**src/dsoc_pkg.sv**
```systemverilog
// Functional notes
// - add signed 13-bit offset to output code
// - dither on: clamp offset to +/-128
// - dither off: clamp offset to +/-3968
// - two offset entries, channel 0 lower, reset zero
// - host changes offset only when safe
// - host holds reset until clock runs
// - fuse load sets done; host waits
// - host takes total interp equal upconv factor
// - host starts transmitter before receiver enable
// - data reaches converters only with datapath enable
// - host waits 80 us after datapath enable
// - host enables sysref steps in order
// - source delivers at least five sysref pulses
// - device reports link, lock, aligned, lane status
// - host clears both enables before reconfiguring
// - synthesis starts only with datapath enable too
// - stream count 2/4/6/8 gives 1-4 synth channels
// - synthesis implies oscillator enable
// - complex synthesis uses stream count 2 or 4
// - new synth values apply at resync; readback
// - host programs multiframe count to match partner
package dsoc_pkg;
   // ------------------------------------------------------------
   // device register map (byte addresses on the device port)
   // ------------------------------------------------------------
   localparam logic [11:0] DSOC_ADDR_OFS0   = 12'h72A;
   localparam logic [11:0] DSOC_ADDR_OFS1   = 12'h72B;
   localparam logic [11:0] DSOC_ADDR_DITH   = 12'h729;
   localparam logic [11:0] DSOC_ADDR_CTRL   = 12'h100;
   localparam logic [11:0] DSOC_ADDR_SYNTH  = 12'h101;
   localparam logic [11:0] DSOC_ADDR_SREF   = 12'h102;
   localparam logic [11:0] DSOC_ADDR_STAT   = 12'h103;
   localparam logic [11:0] DSOC_ADDR_LANE   = 12'h104;
   localparam logic [11:0] DSOC_ADDR_FREQ   = 12'h105;
   localparam logic [11:0] DSOC_ADDR_FREQ_R = 12'h106;
   localparam logic [11:0] DSOC_ADDR_RESYNC = 12'h107;
   localparam logic [11:0] DSOC_ADDR_KM1    = 12'h108;
   // field positions
   localparam int DSOC_OFS_W        = 13;
   localparam int DSOC_CTRL_DP      = 0;
   localparam int DSOC_CTRL_LINK    = 1;
   localparam int DSOC_CTRL_BLK     = 2;
   localparam int DSOC_SYN_EN       = 0;
   localparam int DSOC_SYN_FMT      = 1;
   localparam int DSOC_SYN_OSC      = 2;
   localparam int DSOC_SREF_SLEEP   = 0;
   localparam int DSOC_SREF_PROC    = 1;
   localparam int DSOC_SREF_ALIGN   = 2;
   localparam int DSOC_ST_FUSE      = 0;
   localparam int DSOC_ST_LINK      = 1;
   localparam int DSOC_ST_PLL       = 2;
   localparam int DSOC_ST_ALIGN     = 3;
   localparam int DSOC_ST_SYNTH     = 4;
   localparam int DSOC_ST_NCH       = 5;   // 3 bits
   // dither field codes: 3 means dither off
   localparam logic [1:0] DSOC_DITH_OFF = 2'h3;
   localparam logic [7:0] DSOC_DITH_RST = 8'h00;
   localparam logic [7:0] DSOC_SREF_RST = 8'h01;  // receiver asleep
   // saturation limits
   localparam logic signed [12:0] DSOC_LIM_DITH = 13'sh0080;
   localparam logic signed [12:0] DSOC_LIM_FULL = 13'sh0F80;
   // timing
   localparam int DSOC_CLK_MHZ       = 50;
   localparam int DSOC_DP_SETTLE_US  = 80;
   localparam int DSOC_DP_SETTLE_CYC = DSOC_DP_SETTLE_US * DSOC_CLK_MHZ;
   localparam int DSOC_FUSE_CYC      = 16;
   localparam int DSOC_SREF_PULSES   = 5;
   // apb controller map
   localparam logic [7:0] DSOC_APB_CMD   = 8'h00;
   localparam logic [7:0] DSOC_APB_STAT  = 8'h04;
   localparam logic [7:0] DSOC_APB_ADDR  = 8'h08;
   localparam logic [7:0] DSOC_APB_WDATA = 8'h0C;
   localparam logic [7:0] DSOC_APB_RDATA = 8'h10;
   localparam logic [7:0] DSOC_APB_MODE  = 8'h14;
   localparam logic [7:0] DSOC_APB_OFS   = 8'h18;
   localparam logic [7:0] DSOC_APB_SYN   = 8'h1C;
   localparam logic [31:0] DSOC_APB_ERRV = 32'hDEAD_BEEF;
   localparam int DSOC_CMD_START = 0;
   localparam int DSOC_CMD_RAW   = 1;
   localparam int DSOC_CMD_RECFG = 2;
endpackage

```
**src/dsoc_if.sv**
```systemverilog
// device register port plus link side pins between host and device
interface dsoc_if;
   import dsoc_pkg::*;
   logic        reg_wr;
   logic        reg_rd;
   logic [11:0] reg_addr;
   logic [15:0] reg_wdata;
   logic [15:0] reg_rdata;
   logic        reg_rvalid;
   logic        tx_running;   // transmitter streaming
   logic        sysref;       // sysref pulse, one cycle
   modport dev  (input reg_wr, reg_rd, reg_addr, reg_wdata, tx_running,
                 sysref, output reg_rdata, reg_rvalid);
   modport host (output reg_wr, reg_rd, reg_addr, reg_wdata, tx_running,
                 sysref, input reg_rdata, reg_rvalid);
endinterface

```
**src/dsoc_device.sv**
```systemverilog
module dsoc_device
   import dsoc_pkg::*;
#(
   parameter int CH = 2
) (
   input  wire logic                 clk,
   input  wire logic                 rst,
   dsoc_if.dev                       bus,
   input  wire logic signed [15:0]   sample_in [CH],
   input  wire logic                 pll_locked_in,
   output logic signed [15:0]        dac_out [CH],
   output logic                      dac_valid
);
   // ------------------------------------------------------------
   // registers
   // ------------------------------------------------------------
   logic signed [12:0] ofs [CH];
   logic [7:0]  dith;
   logic [2:0]  ctrl;
   logic [2:0]  synth;
   logic [3:0]  stream_count;
   logic [2:0]  sref;
   logic [15:0] freq, freq_r;
   logic [7:0]  km1;
   logic [4:0]  fuse_cnt;
   logic        fuse_done;
   logic [2:0]  pulse_cnt;
   logic        aligned;
   logic [3:0]  lane_sync;
   logic        pll_s0, pll_s1;
   logic        link_up;
   logic        synth_active;
   logic [2:0]  synth_nch;

   // fuse load after reset release
   always_ff @(posedge clk or posedge rst) begin
      if (rst) begin
         fuse_cnt  <= 5'h00;
         fuse_done <= 1'b0;
      end else if (!fuse_done) begin
         fuse_cnt <= fuse_cnt + 5'h01;
         if (fuse_cnt == 5'(DSOC_FUSE_CYC - 1)) begin
            fuse_done <= 1'b1;
         end
      end
   end

   // register writes; writes before fuse done are dropped
   always_ff @(posedge clk or posedge rst) begin
      if (rst) begin
         for (int i = 0; i < CH; i++) ofs[i] <= '0;
         dith         <= DSOC_DITH_RST;
         ctrl         <= 3'h0;
         synth        <= 3'h0;
         stream_count <= 4'h0;
         sref         <= DSOC_SREF_RST[2:0];
         freq         <= 16'h0000;
         km1          <= 8'h00;
      end else if (bus.reg_wr && fuse_done) begin
         if (bus.reg_addr == DSOC_ADDR_OFS0) begin
            ofs[0] <= bus.reg_wdata[DSOC_OFS_W-1:0];
         end else if (bus.reg_addr == DSOC_ADDR_OFS1) begin
            ofs[1] <= bus.reg_wdata[DSOC_OFS_W-1:0];
         end else if (bus.reg_addr == DSOC_ADDR_DITH) begin
            dith <= bus.reg_wdata[7:0];
         end else if (bus.reg_addr == DSOC_ADDR_CTRL) begin
            ctrl <= bus.reg_wdata[2:0];
         end else if (bus.reg_addr == DSOC_ADDR_SYNTH) begin
            synth        <= bus.reg_wdata[2:0];
            stream_count <= bus.reg_wdata[7:4];
         end else if (bus.reg_addr == DSOC_ADDR_SREF) begin
            sref <= bus.reg_wdata[2:0];
         end else if (bus.reg_addr == DSOC_ADDR_FREQ) begin
            freq <= bus.reg_wdata;
         end else if (bus.reg_addr == DSOC_ADDR_KM1) begin
            km1 <= bus.reg_wdata[7:0];
         end
      end
   end

   // staged synth value applies only on resync write
   always_ff @(posedge clk or posedge rst) begin
      if (rst) begin
         freq_r <= 16'h0000;
      end else if (bus.reg_wr && fuse_done &&
                   bus.reg_addr == DSOC_ADDR_RESYNC) begin
         freq_r <= freq;
      end
   end

   // sysref alignment: count pulses once enabled
   always_ff @(posedge clk or posedge rst) begin
      if (rst) begin
         pulse_cnt <= 3'h0;
         aligned   <= 1'b0;
      end else if (!sref[DSOC_SREF_ALIGN] || sref[DSOC_SREF_SLEEP] ||
                   !sref[DSOC_SREF_PROC]) begin
         pulse_cnt <= 3'h0;
         aligned   <= 1'b0;
      end else if (bus.sysref && !aligned) begin
         pulse_cnt <= pulse_cnt + 3'h1;
         if (pulse_cnt == 3'(DSOC_SREF_PULSES - 1)) begin
            aligned <= 1'b1;
         end
      end
   end

   // pll lock pin is asynchronous: two flops first
   always_ff @(posedge clk or posedge rst) begin
      if (rst) begin
         pll_s0 <= 1'b0;
         pll_s1 <= 1'b0;
      end else begin
         pll_s0 <= pll_locked_in;
         pll_s1 <= pll_s0;
      end
   end

   // lanes sync when receiver enabled and transmitter running
   always_ff @(posedge clk or posedge rst) begin
      if (rst) begin
         lane_sync <= 4'h0;
      end else begin
         lane_sync <= {4{ctrl[DSOC_CTRL_LINK] && bus.tx_running}};
      end
   end

   // synthesis needs datapath enable and receiver off
   always_comb begin
      synth_active = synth[DSOC_SYN_EN] && ctrl[DSOC_CTRL_DP] &&
                     !ctrl[DSOC_CTRL_LINK];
      synth_nch = 3'(stream_count >> 1);
      link_up   = pll_s1 && (&lane_sync) && aligned;
   end

   // readback; unmapped reads return zero
   always_ff @(posedge clk or posedge rst) begin
      if (rst) begin
         bus.reg_rdata  <= 16'h0000;
         bus.reg_rvalid <= 1'b0;
      end else begin
         bus.reg_rvalid <= bus.reg_rd;
         if (bus.reg_addr == DSOC_ADDR_OFS0) begin
            bus.reg_rdata <= {3'h0, ofs[0]};
         end else if (bus.reg_addr == DSOC_ADDR_OFS1) begin
            bus.reg_rdata <= {3'h0, ofs[1]};
         end else if (bus.reg_addr == DSOC_ADDR_DITH) begin
            bus.reg_rdata <= {8'h00, dith};
         end else if (bus.reg_addr == DSOC_ADDR_CTRL) begin
            bus.reg_rdata <= {13'h0000, ctrl};
         end else if (bus.reg_addr == DSOC_ADDR_SYNTH) begin
            // oscillator reads as on whenever synthesis is enabled
            bus.reg_rdata <= {8'h00, stream_count, 1'b0,
                              synth[DSOC_SYN_EN] | synth[DSOC_SYN_OSC],
                              synth[1:0]};
         end else if (bus.reg_addr == DSOC_ADDR_SREF) begin
            bus.reg_rdata <= {13'h0000, sref};
         end else if (bus.reg_addr == DSOC_ADDR_STAT) begin
            bus.reg_rdata <= {8'h00, synth_nch, synth_active, aligned,
                              pll_s1, link_up, fuse_done};
         end else if (bus.reg_addr == DSOC_ADDR_LANE) begin
            bus.reg_rdata <= {12'h000, lane_sync};
         end else if (bus.reg_addr == DSOC_ADDR_FREQ) begin
            bus.reg_rdata <= freq;
         end else if (bus.reg_addr == DSOC_ADDR_FREQ_R) begin
            bus.reg_rdata <= freq_r;
         end else if (bus.reg_addr == DSOC_ADDR_KM1) begin
            bus.reg_rdata <= {8'h00, km1};
         end else begin
            bus.reg_rdata <= 16'h0000;
         end
      end
   end

   // ------------------------------------------------------------
   // datapath: saturate, then add; zero code while disabled
   // ------------------------------------------------------------
   for (genvar g = 0; g < CH; g++) begin : g_ch
      logic signed [12:0] lim, sat;
      logic signed [17:0] sum;
      always_comb begin
         lim = (dith[2*g +: 2] == DSOC_DITH_OFF) ? DSOC_LIM_FULL
                                                 : DSOC_LIM_DITH;
         if (ofs[g] > lim)       sat = lim;
         else if (ofs[g] < -lim) sat = -lim;
         else                    sat = ofs[g];
         sum = 18'(sample_in[g]) + 18'(sat);
      end
      // output clips to the 16-bit code range rather than wrapping
      always_ff @(posedge clk or posedge rst) begin
         if (rst) begin
            dac_out[g] <= 16'sh0000;
         end else if (!ctrl[DSOC_CTRL_DP]) begin
            dac_out[g] <= 16'sh0000;
         end else if (sum > 18'sh07FFF) begin
            dac_out[g] <= 16'sh7FFF;
         end else if (sum < -18'sh08000) begin
            dac_out[g] <= -16'sh8000;
         end else begin
            dac_out[g] <= sum[15:0];
         end
      end
   end

   always_ff @(posedge clk or posedge rst) begin
      if (rst) dac_valid <= 1'b0;
      else     dac_valid <= ctrl[DSOC_CTRL_DP];
   end
endmodule

```
**src/flat_wrapper.sv**
```systemverilog
// flat-port wrapper written by rule: the top's interface ports become plain ports
module dsoc_device_flat import dsoc_pkg::*;
#(
   parameter int CH = 2
)
  (clk, rst, sample_in, pll_locked_in, dac_out, dac_valid, bus_reg_wr, bus_reg_rd, bus_reg_addr, bus_reg_wdata, bus_tx_running, bus_sysref, bus_reg_rdata, bus_reg_rvalid);
  dsoc_if bus_i ();
  input  wire logic clk;
  input  wire logic rst;
  input  wire logic signed [15:0] sample_in[CH];
  input  wire logic pll_locked_in;
  output logic signed [15:0] dac_out[CH];
  output logic dac_valid;
  input wire logic [$bits(bus_i.reg_wr)-1:0] bus_reg_wr;
  input wire logic [$bits(bus_i.reg_rd)-1:0] bus_reg_rd;
  input wire logic [$bits(bus_i.reg_addr)-1:0] bus_reg_addr;
  input wire logic [$bits(bus_i.reg_wdata)-1:0] bus_reg_wdata;
  input wire logic [$bits(bus_i.tx_running)-1:0] bus_tx_running;
  input wire logic [$bits(bus_i.sysref)-1:0] bus_sysref;
  output wire logic [$bits(bus_i.reg_rdata)-1:0] bus_reg_rdata;
  output wire logic [$bits(bus_i.reg_rvalid)-1:0] bus_reg_rvalid;
  assign bus_i.reg_wr = bus_reg_wr;
  assign bus_i.reg_rd = bus_reg_rd;
  assign bus_i.reg_addr = bus_reg_addr;
  assign bus_i.reg_wdata = bus_reg_wdata;
  assign bus_i.tx_running = bus_tx_running;
  assign bus_i.sysref = bus_sysref;
  assign bus_reg_rdata = bus_i.reg_rdata;
  assign bus_reg_rvalid = bus_i.reg_rvalid;
  dsoc_device #(.CH(CH)) u_core (.clk(clk), .rst(rst), .bus(bus_i), .sample_in(sample_in), .pll_locked_in(pll_locked_in), .dac_out(dac_out), .dac_valid(dac_valid));
endmodule
```
**config.mk**
```make
export PLATFORM = sky130hd
export DESIGN_NAME = dsoc_device_flat
export DESIGN_NICKNAME = d
export VERILOG_FILES = /design/src/dsoc_pkg.sv /design/src/dsoc_if.sv /design/src/dsoc_device.sv /design/src/flat_wrapper.sv
export SDC_FILE = /design/constraint.sdc
export NUM_CORES = 1
export LEC_CHECK = 0
export BUFFER_PORTS_ARGS = -buffer_cell sky130_fd_sc_hd__buf_4
export CORE_UTILIZATION = 52
export DETAILED_ROUTE_END_ITERATION = 16
export GPL_TIMING_DRIVEN = 0
export PLACE_DENSITY_LB_ADDON = 0.1
export SLEW_MARGIN = 20
export SYNTH_ARGS = -nofsm -noshare
export SYNTH_HDL_FRONTEND = slang
export SYNTH_SLANG_ARGS = --single-unit
```
**constraint.sdc**
```tcl
create_clock -name clk -period 4.81 [get_ports clk]
set_input_delay 0.962 -clock clk [delete_from_list [all_inputs] [get_ports clk]]
set_output_delay 0.962 -clock clk [all_outputs]
set_load 0.02 [all_outputs]
```
=== Yosys cells after proc, flatten, opt, wreduce, memory -nomap -nowiden ===
Index checks and enable logic that the tools add are counted.

* Bits in registers: 150
* Bits of input ports: 67
* Output and inout port bits: 50
* Word-level logic and storage cells: 116

* $add $sub $neg: 6
* $lt $le $gt $ge: 8
* Equal/unequal tests: 16
* Muxes and demuxes: 30
* Bitwise gates (word level): 8
* Reductions and logical operators: 26

{| class="wikitable"
|+ Operators with widths
! kind !! number
|-
| 2-to-1 mux 16 bit || 16
|-
| == test 12 x 9 -> 1 bit, second input constant || 9
|-
| 2-to-1 mux 13 bit || 4
|-
| == test 12 x 11 -> 1 bit, second input constant || 3
|-
| greater-than comparator 18 x 16 -> 1 bit, second input constant || 2
|-
| less-than comparator 18 x 16 -> 1 bit, second input constant || 2
|-
| adder 16 x 13 -> 17 bit || 2
|-
| greater-than comparator 13 bit || 2
|-
| less-than comparator 13 bit || 2
|-
| negator 13 bit || 2
|-
| 2-to-1 mux 12 bit || 2
|-
| AND reduction 9 bit || 1
|-
| logical AND 1 bit || 8
|-
| 2-to-1 mux 8 bit || 1
|-
| AND reduction 4 bit || 2
|-
| AND reduction 8 bit || 1
|-
| NOT 1 bit || 7
|-
| AND reduction 7 bit || 1
|-
| 2-to-1 mux 3 bit || 2
|-
| AND reduction 6 bit || 1
|-
| adder 5 x 1 -> 5 bit, second input constant || 1
|-
| == test 5 x 4 -> 1 bit, second input constant || 1
|-
| 2-to-1 mux 1 bit || 5
|-
| AND reduction 5 bit || 1
|-
| 9 further kinds || 16
|}

=== Longest topological paths before layout ===
Gate-level depths: netlist of the first run.

* Word-level depth: 12
* Mapped depth: 23

=== Least setup slack after synthesis of the first run ===
No wires, ideal clock.

* Path kind: register to register
* Start: reg u_core.dith[2]
* End: reg u_core.dac_out[2] (netlist name)
* Library setup time: 0.119 ns
* Arrival time: 4.268 ns
* Setup slack: 0.423 ns
* Stages on the path, launching flop included: 19
* Path buffers: 1
* Cell sequence: dfrtp_1 -> nand2_1 -> ha_1 -> a21o_1 -> a21o_1 -> a21oi_1 -> nor2b_1 -> o21ai_1 -> nor2b_1 -> and2_1 -> ha_1 -> a2111oi_2 -> a211oi_1 -> o21a_1 -> or4b_4 -> a32oi_2 -> buf_6 -> nor2_1 -> o21a_1

* Word-level cells in the longest chain between the ends: 11
* Elaborated cells between the ends (all ways): 13

{| class="wikitable"
|+ RTL lines
! element !! line !! text
|-
| start, declared || dsoc_device.sv:18 || <nowiki>logic [7:0] dith;</nowiki>
|-
| start signal, assigned || dsoc_device.sv:65 || <nowiki>dith <= bus.reg_wdata[7:0];</nowiki>
|-
| == test 2 bit * || dsoc_device.sv:182 || <nowiki>lim = (dith[2*g +: 2] == DSOC_DITH_OFF) ? DSOC_LIM_FULL</nowiki>
|-
| 2-to-1 mux 12 bit * || dsoc_device.sv:182 ||
|-
| negator 13 bit || dsoc_device.sv:185 || <nowiki>else if (ofs[g] < -lim) sat = -lim;</nowiki>
|-
| less-than comparator 13 bit || dsoc_device.sv:185 ||
|-
| 2-to-1 mux 13 bit || dsoc_device.sv:185 ||
|-
| 2-to-1 mux 13 bit * || dsoc_device.sv:184 || <nowiki>if (ofs[g] > lim) sat = lim;</nowiki>
|-
| adder 16 x 13 -> 17 bit * || dsoc_device.sv:187 || <nowiki>sum = 18'(sample_in[g]) + 18'(sat);</nowiki>
|-
| less-than comparator 18 x 16 -> 1 bit || dsoc_device.sv:197 || <nowiki>end else if (sum < -18'sh08000) begin</nowiki>
|-
| 2-to-1 mux 16 bit || dsoc_device.sv:197 ||
|-
| 2-to-1 mux 16 bit * || dsoc_device.sv:195 || <nowiki>end else if (sum > 18'sh07FFF) begin</nowiki>
|-
| 2-to-1 mux 16 bit * || dsoc_device.sv:193 || <nowiki>end else if (!ctrl[DSOC_CTRL_DP]) begin</nowiki>
|-
| end signal, assigned by index || dsoc_device.sv:198 || <nowiki>dac_out[g] <= -16'sh8000;</nowiki>
|-
| end signal, assigned by index || dsoc_device.sv:200 || <nowiki>dac_out[g] <= sum[15:0];</nowiki>
|-
| end, declared || dsoc_device.sv:11 || <nowiki>output logic signed [15:0] dac_out [CH],</nowiki>
|}

Every way passes the cells marked *; elsewhere a longest branch is shown, timed or not.
A chain may end at the register's enable or synchronous reset.

=== Worst setup path in the final report of the first run ===
* Start: reg u_core.dith[2]
* End: reg u_core.dac_out[6] (netlist name)

Same word-level chain as after synthesis.

==> results.md, run 1 <==
- Outcome: finished, final reports clean
- Largest net degree at the start of global routing: 30
- Routed wire length: 20.6 mm
- DRC Markers: 0
- CP max FO: 11
- First-pass GRT wire length: 33.8 mm
- Clock buffer count from CTS: 17
- Peak supply drop: 244 uV
- Core Area: 16500 um^2
- Diode count: 0
- CTS tree: yes
- Synthesis-stage register bit count: 150
- P_leak: 0.00519 uW
- Sequential share of the synthesized area: 0.428
- Initial Utilization: 0.531
- Via count: 6891
- Initial antenna violation count: 0
- Final Core Density: 0.649
- Final hold violations: 0
- GRT overflow: 0
- Main flop type after synthesis: dfrtp_1
- R2R Setup Slk: 290 ps
- H-tree Lvls: 4
- Hpwl dp: 15.4 mm
- Post-route ant nets: 0
- Top-area cell type share of the netlist area: 0.425
- CTS max path bufs: 2
- Crit path launch type: register
- EDFF count, synth: 0
- TritonRoute pass-1 iters: 5
- Placer Congestion: 0.899
- Clock Sinks: 150
- Routed length per placed instance: 17.1 um
- Root Buffer: clkbuf_16
- Synthesized Nets: 957
- Syn. warnings: 0
- Data arrival time of the critical path: 4840 ps
- WS Path Type: register to register
- Mapped cell area: 8770 um^2
- Largest area contributor in the netlist: dfrtp_1
- Worst Tran Pin Value: 935 ps
- First DRT Iteration DRCs: 280
- Avg Cell Area, Syn: 10.6 um^2
- Worst min path class: register to register
- Critical path capture point type: register
- Critical Path RT: 5130 ps
- Hold_buf cts: 0
- Clk_lat worst skew: 430 ps
- F_max: 221 MHz
- Clock skew: 11.3 ps
- Total power draw: 3100 uW
- Setup violators final: 0
- Nets@finish: 1097
- Die H: 132 um
- Slew Limit Fails: 0
- Final period utilization: 0.939
- Syn Inst Count: 828
- Clk slew on worst S/H paths: 60 ps
- Largest cells by area after synthesis: dfrtp_1 (43%), mux2_2 (12%), ha_1 (8.6%), a21oi_1 (2.9%), nor2_1 (2.4%)
- Number of global-route vias before repair: 6595
- Min Tclk post-route: 4520 ps
- Vias per Instance: 5.74
- Die area: 17400 um^2
- P&R area growth vs syn: 22.2%
- Chip width: 132 um
- Share of layout cells above drive strength 1: 0.290
- Ports: 117
- Row count: 47
- Total GRT Usage: 0.246
- Max-slew headroom: 0.371
- Post-synth ARST share: 1.00
- PwrDens: 290 nW/um^2
- Yosys cell types: 71
- IO buf count: 113
- Max-Cap Viols: 0
[state kept, by name, summed over array words and instances (netlist names), 4 cells and up]
name and cells:
u_core.bus.reg_rdata 16, u_core.dac_out 32, u_core.dith 8, u_core.freq 16, u_core.freq_r 16, u_core.fuse_cnt 5, u_core.km1 8, u_core.ofs 26
u_core.stream_count 4
[critical path: stages, from the launching register on]
cell       delay (ps)
dfrtp_1           430
nand2_4           130
ha_1              300
inv_1              40
a21oi_1           140
o21bai_1           80
a21oi_1           140
nor2_1             50
o21ai_0           150
ha_1              330
nor2b_4           200
and2_1            150
ha_1              290
a2111oi_2         470
a211oi_1           90
o21a_1            170
or4b_4            550
a32oi_4           290
buf_6             170
nor2_1             50
o21a_1            170
[where the power goes]
group / total [uW] / leakage (uW) / internal [uW] / switching [uW]
registers: 1310 / 0.00196 / 1300 / 10.0
clock network: 1410 / 0.000304 / 854 / 552
logic: 390 / 0.00293 / 169 / 220
total: 3100 / 0.00519 / 2320 / 783
[cells in the mapped netlist, types with 14 or more instances]
master / instances
dfrtp_1: 149
mux2_2: 94
ha_1: 60
nor2_1: 56
a21oi_1: 51
nand2_1: 39
o21ai_0: 35
clkbuf_1: 23
inv_1: 21
nand3_1: 21
nor3_1: 21
o21a_1: 17
and2_1: 16
a21o_1: 14
o211ai_1: 14
[through the flow]
step / hold slack (ps) / std cells / TNS [ps] / instance area (um^2) / setup WS [ps]
2_1_floorplan: 331 / 828 / 0 / 8770 / 423
3_3_place_gp: 334 / 1161 / -3210 / 9900 / -174
3_5_place_dp: 339 / 1166 / -4220 / 10000 / -243
4_1_cts: 353 / 1198 / 0 / 10700 / 18.7
5_1_grt: 368 / 1201 / -7.86 / 10700 / -7.86
6_report: 349 / 1201 / 0 / 10700 / 293
[final timing paths]
kind	start	to	depth (start not counted)
min in group asynchronous	rst	u_core.dac_out[6]$_DFF_PP0_	2
worst max-delay path	u_core.dith[2]$_DFFE_PP0P_	u_core.dac_out[6]$_DFF_PP0_	20
worst min-delay path	u_core.pll_s0$_DFF_PP0_	u_core.pll_s1$_DFF_PP0_	0
worst max register to register	u_core.dith[2]$_DFFE_PP0P_	u_core.dac_out[6]$_DFF_PP0_	20
worst min register to register	u_core.pll_s0$_DFF_PP0_	u_core.pll_s1$_DFF_PP0_	0
max in group asynchronous	rst	u_core.bus.reg_rdata[8]$_DFF_PP0_	7
[per-layer routing]
layer | GRT usage | part of all wire | vias to the layer above
met5 | 0 | 0 | -
met4 | 0.0827 | 0.019 | 0
met3 | 0.0396 | 0.047 | 32
met2 | 0.407 | 0.47 | 199
met1 | 0.331 | 0.46 | 3301
li1 | - | - | 3359
[timing repair]
action,in CTS,in global routing
resized for setup,7,11
pin swaps,0,2
buffers inserted,0,3
setup endpoints to repair,29,29
[area by class of cell]
cell class	count	area (um^2)
clock inverters	12	166
fillers	1368	5800
clock buffers	20	457
well taps	220	275
repair buffers	121	978
flip-flops and latches	150	3750
plain buffers	33	150
multi-input cells	623	4850
inverters	22	86.3
[cells in the final DEF (no fill, tap or decap), drive strengths merged, types with 5 or more instances in the layout]
master and n:
nor2 56, o2bb2ai 5, a221o 5, xnor2 9
nand2b 5, nor2b 13, nand2 39, o21a 17
a21oi 51, xor2 13, o21ai 39, a22o 5
a221oi 8, a22oi 9, clkbuf 43, nand3 21
buf 131, and2 16, mux2i 11, o211ai 14
inv 24, ha 60, nand4 12, nor3 23
clkinv 5, a21o 14, o22ai 5, dfrtp 149
mux2 94, o21bai 5, a211oi 12, nor4 7
[kinds of logic after synthesis]
logic type / count (synthesis) / share of synthesized area
flops: 150 / 0.428
compound gates: 215 / 0.169
xor+xnor: 22 / 0.0220
simple gates: 217 / 0.128
fa+ha+maj: 63 / 0.0913
mux: 106 / 0.136
buf+inv: 55 / 0.0265
No activity file was read; power rests on OpenSTA's default activity.
==> run 2, diff against run 1 <==
--- a/config.mk
+++ b/config.mk
@@ -6,9 +6,11 @@
 export NUM_CORES = 1
 export LEC_CHECK = 0
 export BUFFER_PORTS_ARGS = -buffer_cell sky130_fd_sc_hd__buf_4
+export CAP_MARGIN = 5
 export CORE_UTILIZATION = 52
 export DETAILED_ROUTE_END_ITERATION = 16
 export GPL_TIMING_DRIVEN = 0
+export MAX_ROUTING_LAYER = met4
 export PLACE_DENSITY_LB_ADDON = 0.1
 export SLEW_MARGIN = 20
 export SYNTH_ARGS = -nofsm -noshare
==> run 2 against run 1 <==
Power is 4.7% lower. Clock power is 11% lower. Sequential cell count unchanged. Cell count decreased by 0.25%. Critical endpoint is now u_core.dac_out[7]$_DFF_PP0_. Wire length grew 1.1%. Die area is the same. Fmax shrank 1.4%. Critical path depth fell by 2. Clock skew up 2.8 ps. Sequential power about the same.
==> results.md, run 2 (same netlist as run 1, synthesis figures left out) <==
- Outcome: finished, final reports clean
- Max-Cap Viols: 0 (unchanged)
- P_leak: 0.00514 uW (-0.97%)
- Max-slew headroom: 0.359 (-0.0126)
- Finished Layout Cells: 1198 (-0.25%)
- Register Area: 3750 um^2 (unchanged)
- Chip width: 132 um (unchanged)
- Initial Utilization: 0.531 (unchanged)
- TritonRoute pass-1 iters: 5 (unchanged)
- WS Path Type: register to register
- Fillcell total: 1369 (+0.073%)
- Clk slew on worst S/H paths: 60 ps (about the same)
- Die area: 17400 um^2 (unchanged)
- Die H: 132 um (unchanged)
- Multi-input logic area: 4880 um^2 (+0.59%)
- Clock Sinks: 150 (unchanged)
- P&R area growth vs syn: 21.3%
- PwrDens: 278 nW/um^2 (-3.9%)
- Data arrival time of the critical path: 4890 ps (+50 ps)
- Clk_lat worst skew: 430 ps (about the same)
- H-tree Lvls: 4 (unchanged)
- Vias per Instance: 5.78 (+0.69%)
- Family with the most delay on the worst path: compound AO/OA/AOI/OAI gates
- Hpwl dp: 15.3 mm (-0.53%)
- Worst Tran Pin Value: 954 ps (+18.8 ps)
- Routed length per placed instance: 17.4 um (+1.4%)
- Critical Path RT: 5120 ps (about the same)
- Ports: 117 (unchanged)
- Core Area: 16500 um^2 (unchanged)
- Post-Place Cells: 1165 (-0.086%)
- Setup violators final: 0 (unchanged)
- First DRT Iteration DRCs: 354 (+26%)
- Final hold violations: 0 (unchanged)
- CTS tree: yes
- Commonest cells after routing, fill and taps aside: dfrtp_1 (149), buf_4 (116), mux2_2 (94)
- Total GRT Usage: 0.258 (+0.0114)
- Routed wire length: 20.8 mm (+1.1%)
- Worst path max stage delay: 510 ps (-40 ps)
- Largest net degree at the start of global routing: 35 (+17%)
- CP cell instances: nand2_4 -> ha_1 -> a21o_1 -> a21o_1 -> a21oi_1 -> nor2b_1 -> o21ai_2 -> nor2b_1 -> ha_1 -> buf_6 -> a21o_1 -> a21o_1 -> a211oi_2 -> or4b_4 -> a32oi_4 -> buf_6 -> nor2_1 -> o21a_1
- Slowest cell on crit path: or4b_4
- Number of global-route vias before repair: 6877 (+4.3%)
- R2R Setup Slk: 230 ps (-60 ps)
- DRC Markers: 0 (unchanged)
- Critical path capture point type: register
- Row count: 47 (unchanged)
- Leading cell type in the layout, fill and taps excluded: dfrtp_1
- Peak supply drop: 238 uV (-2.7%)
- Max reg flops: 32 (unchanged)
- Reg with most FFs: u_core.dac_out
- Diode count: 0 (unchanged)
- Min Tclk post-route: 4580 ps (+63.8 ps)
- Largest regs: u_core.dac_out x32, u_core.ofs x26
- Post-route ant nets: 0 (unchanged)
- Post-route cell area: 10600 um^2 (-0.75%)
- Final period utilization: 0.952 (+0.0133)
- Worst min path class: register to register
- Placer Congestion: 0.912 (+1.4%)
- First-pass GRT wire length: 34.5 mm (+2.0%)
- Slew Limit Fails: 0 (unchanged)
- Clock skew: 14.0 ps (+2.78 ps)
- Total power draw: 2960 uW (-4.7%)
- Initial antenna violation count: 0 (unchanged)
- Root Buffer: clkbuf_16
- Number of buffers and inverters on the critical path: 2 (unchanged)
- Area post-placement: 9980 um^2 (-0.27%)
- GRT overflow: 0 (unchanged)
- Share of layout cells above drive strength 1: 0.291 (+0.00191)
- Via count: 6921 (+0.44%)
- F_max: 218 MHz (-1.4%)
- Nets@finish: 1095 (-0.18%)
- Most used cell, CP: a21o_1
- Hold_buf cts: 0 (unchanged)
- IO buf count: 113 (unchanged)
- Crit path launch type: register
- Clock buffer count from CTS: 17 (unchanged)
- CTS max path bufs: 2 (unchanged)
- CP max FO: 11 (unchanged)
- WHS: 351 ps (+2.14 ps)
==> run 2: cell types whose count changed in the layout (fill, tap and decap cells not counted), moves of 2 or more <==
cell,delta
clkinv_2,+2
and2_4,+2
bufinv_16,-2
o21ai_0,+2
o21ai_1,-2
and2_1,-2
clkinvlp_4,+2
==> run 2: repair_timing <==
action | CTS | global route
buffers inserted | 0 | 2
gates cloned | 0 | 0
resized for setup | 5 | 17
pin swaps | 0 | 4
setup endpoints to repair | 29 | 30
==> run 2: worst paths after layout <==
| kind | cells after the start | endpoint | start |
|---|---|---|---|
| worst max-delay path | 18 | u_core.dac_out[7]$_DFF_PP0_ | u_core.dith[3]$_DFFE_PP0P_ |
| worst min-delay path | 0 | u_core.pll_s1$_DFF_PP0_ | u_core.pll_s0$_DFF_PP0_ |
| worst max register to register | 18 | u_core.dac_out[7]$_DFF_PP0_ | u_core.dith[3]$_DFFE_PP0P_ |
| worst min register to register | 0 | u_core.pll_s1$_DFF_PP0_ | u_core.pll_s0$_DFF_PP0_ |
| max in group asynchronous | 4 | u_core.sref[0]$_DFFE_PP1P_ | rst |
| min in group asynchronous | 2 | u_core.dac_out[6]$_DFF_PP0_ | rst |
==> run 2: per-stage QoR <==
stage / worst slack, ps / setup TNS (ps) / utilization
after floorplan: 423 / 0 / -
after global placement: -188 / -3500 / 0.599
after detailed placement: -265 / -5150 / 0.604
after CTS: 5.36 / 0 / 0.638
after global routing: -10.1 / -24.8 / 0.644
final: 229 / 0 / 0.644
==> run 2: area by class of cell <==
| class | instances | share of cell area |
|---|---|---|
| repair buffers | 119 | 0.0887 |
| plain buffers | 33 | 0.0141 |
| clock inverters | 11 | 0.00964 |
| well taps | 220 | 0.0259 |
| clock buffers | 20 | 0.0420 |
| inverters | 22 | 0.00811 |
| flip-flops and latches | 150 | 0.353 |
| multi-input cells | 623 | 0.459 |
==> run 2: routing by layer <==
metal	vias to the layer above	track usage	wire [um]
met4	0	0.0762	255
li1	3359	-	-
met3	21	0.0411	963
met2	202	0.423	10000
met1	3339	0.329	9550
met5	-	-	0
==> run 2: power breakdown <==
part           leakage (uW)  total (uW)  internal [uW]  switching, uW
clock network      0.000263        1260            724            540
registers           0.00196        1310           1300           9.83
logic               0.00292         388            167            221
total               0.00514        2960           2190            770
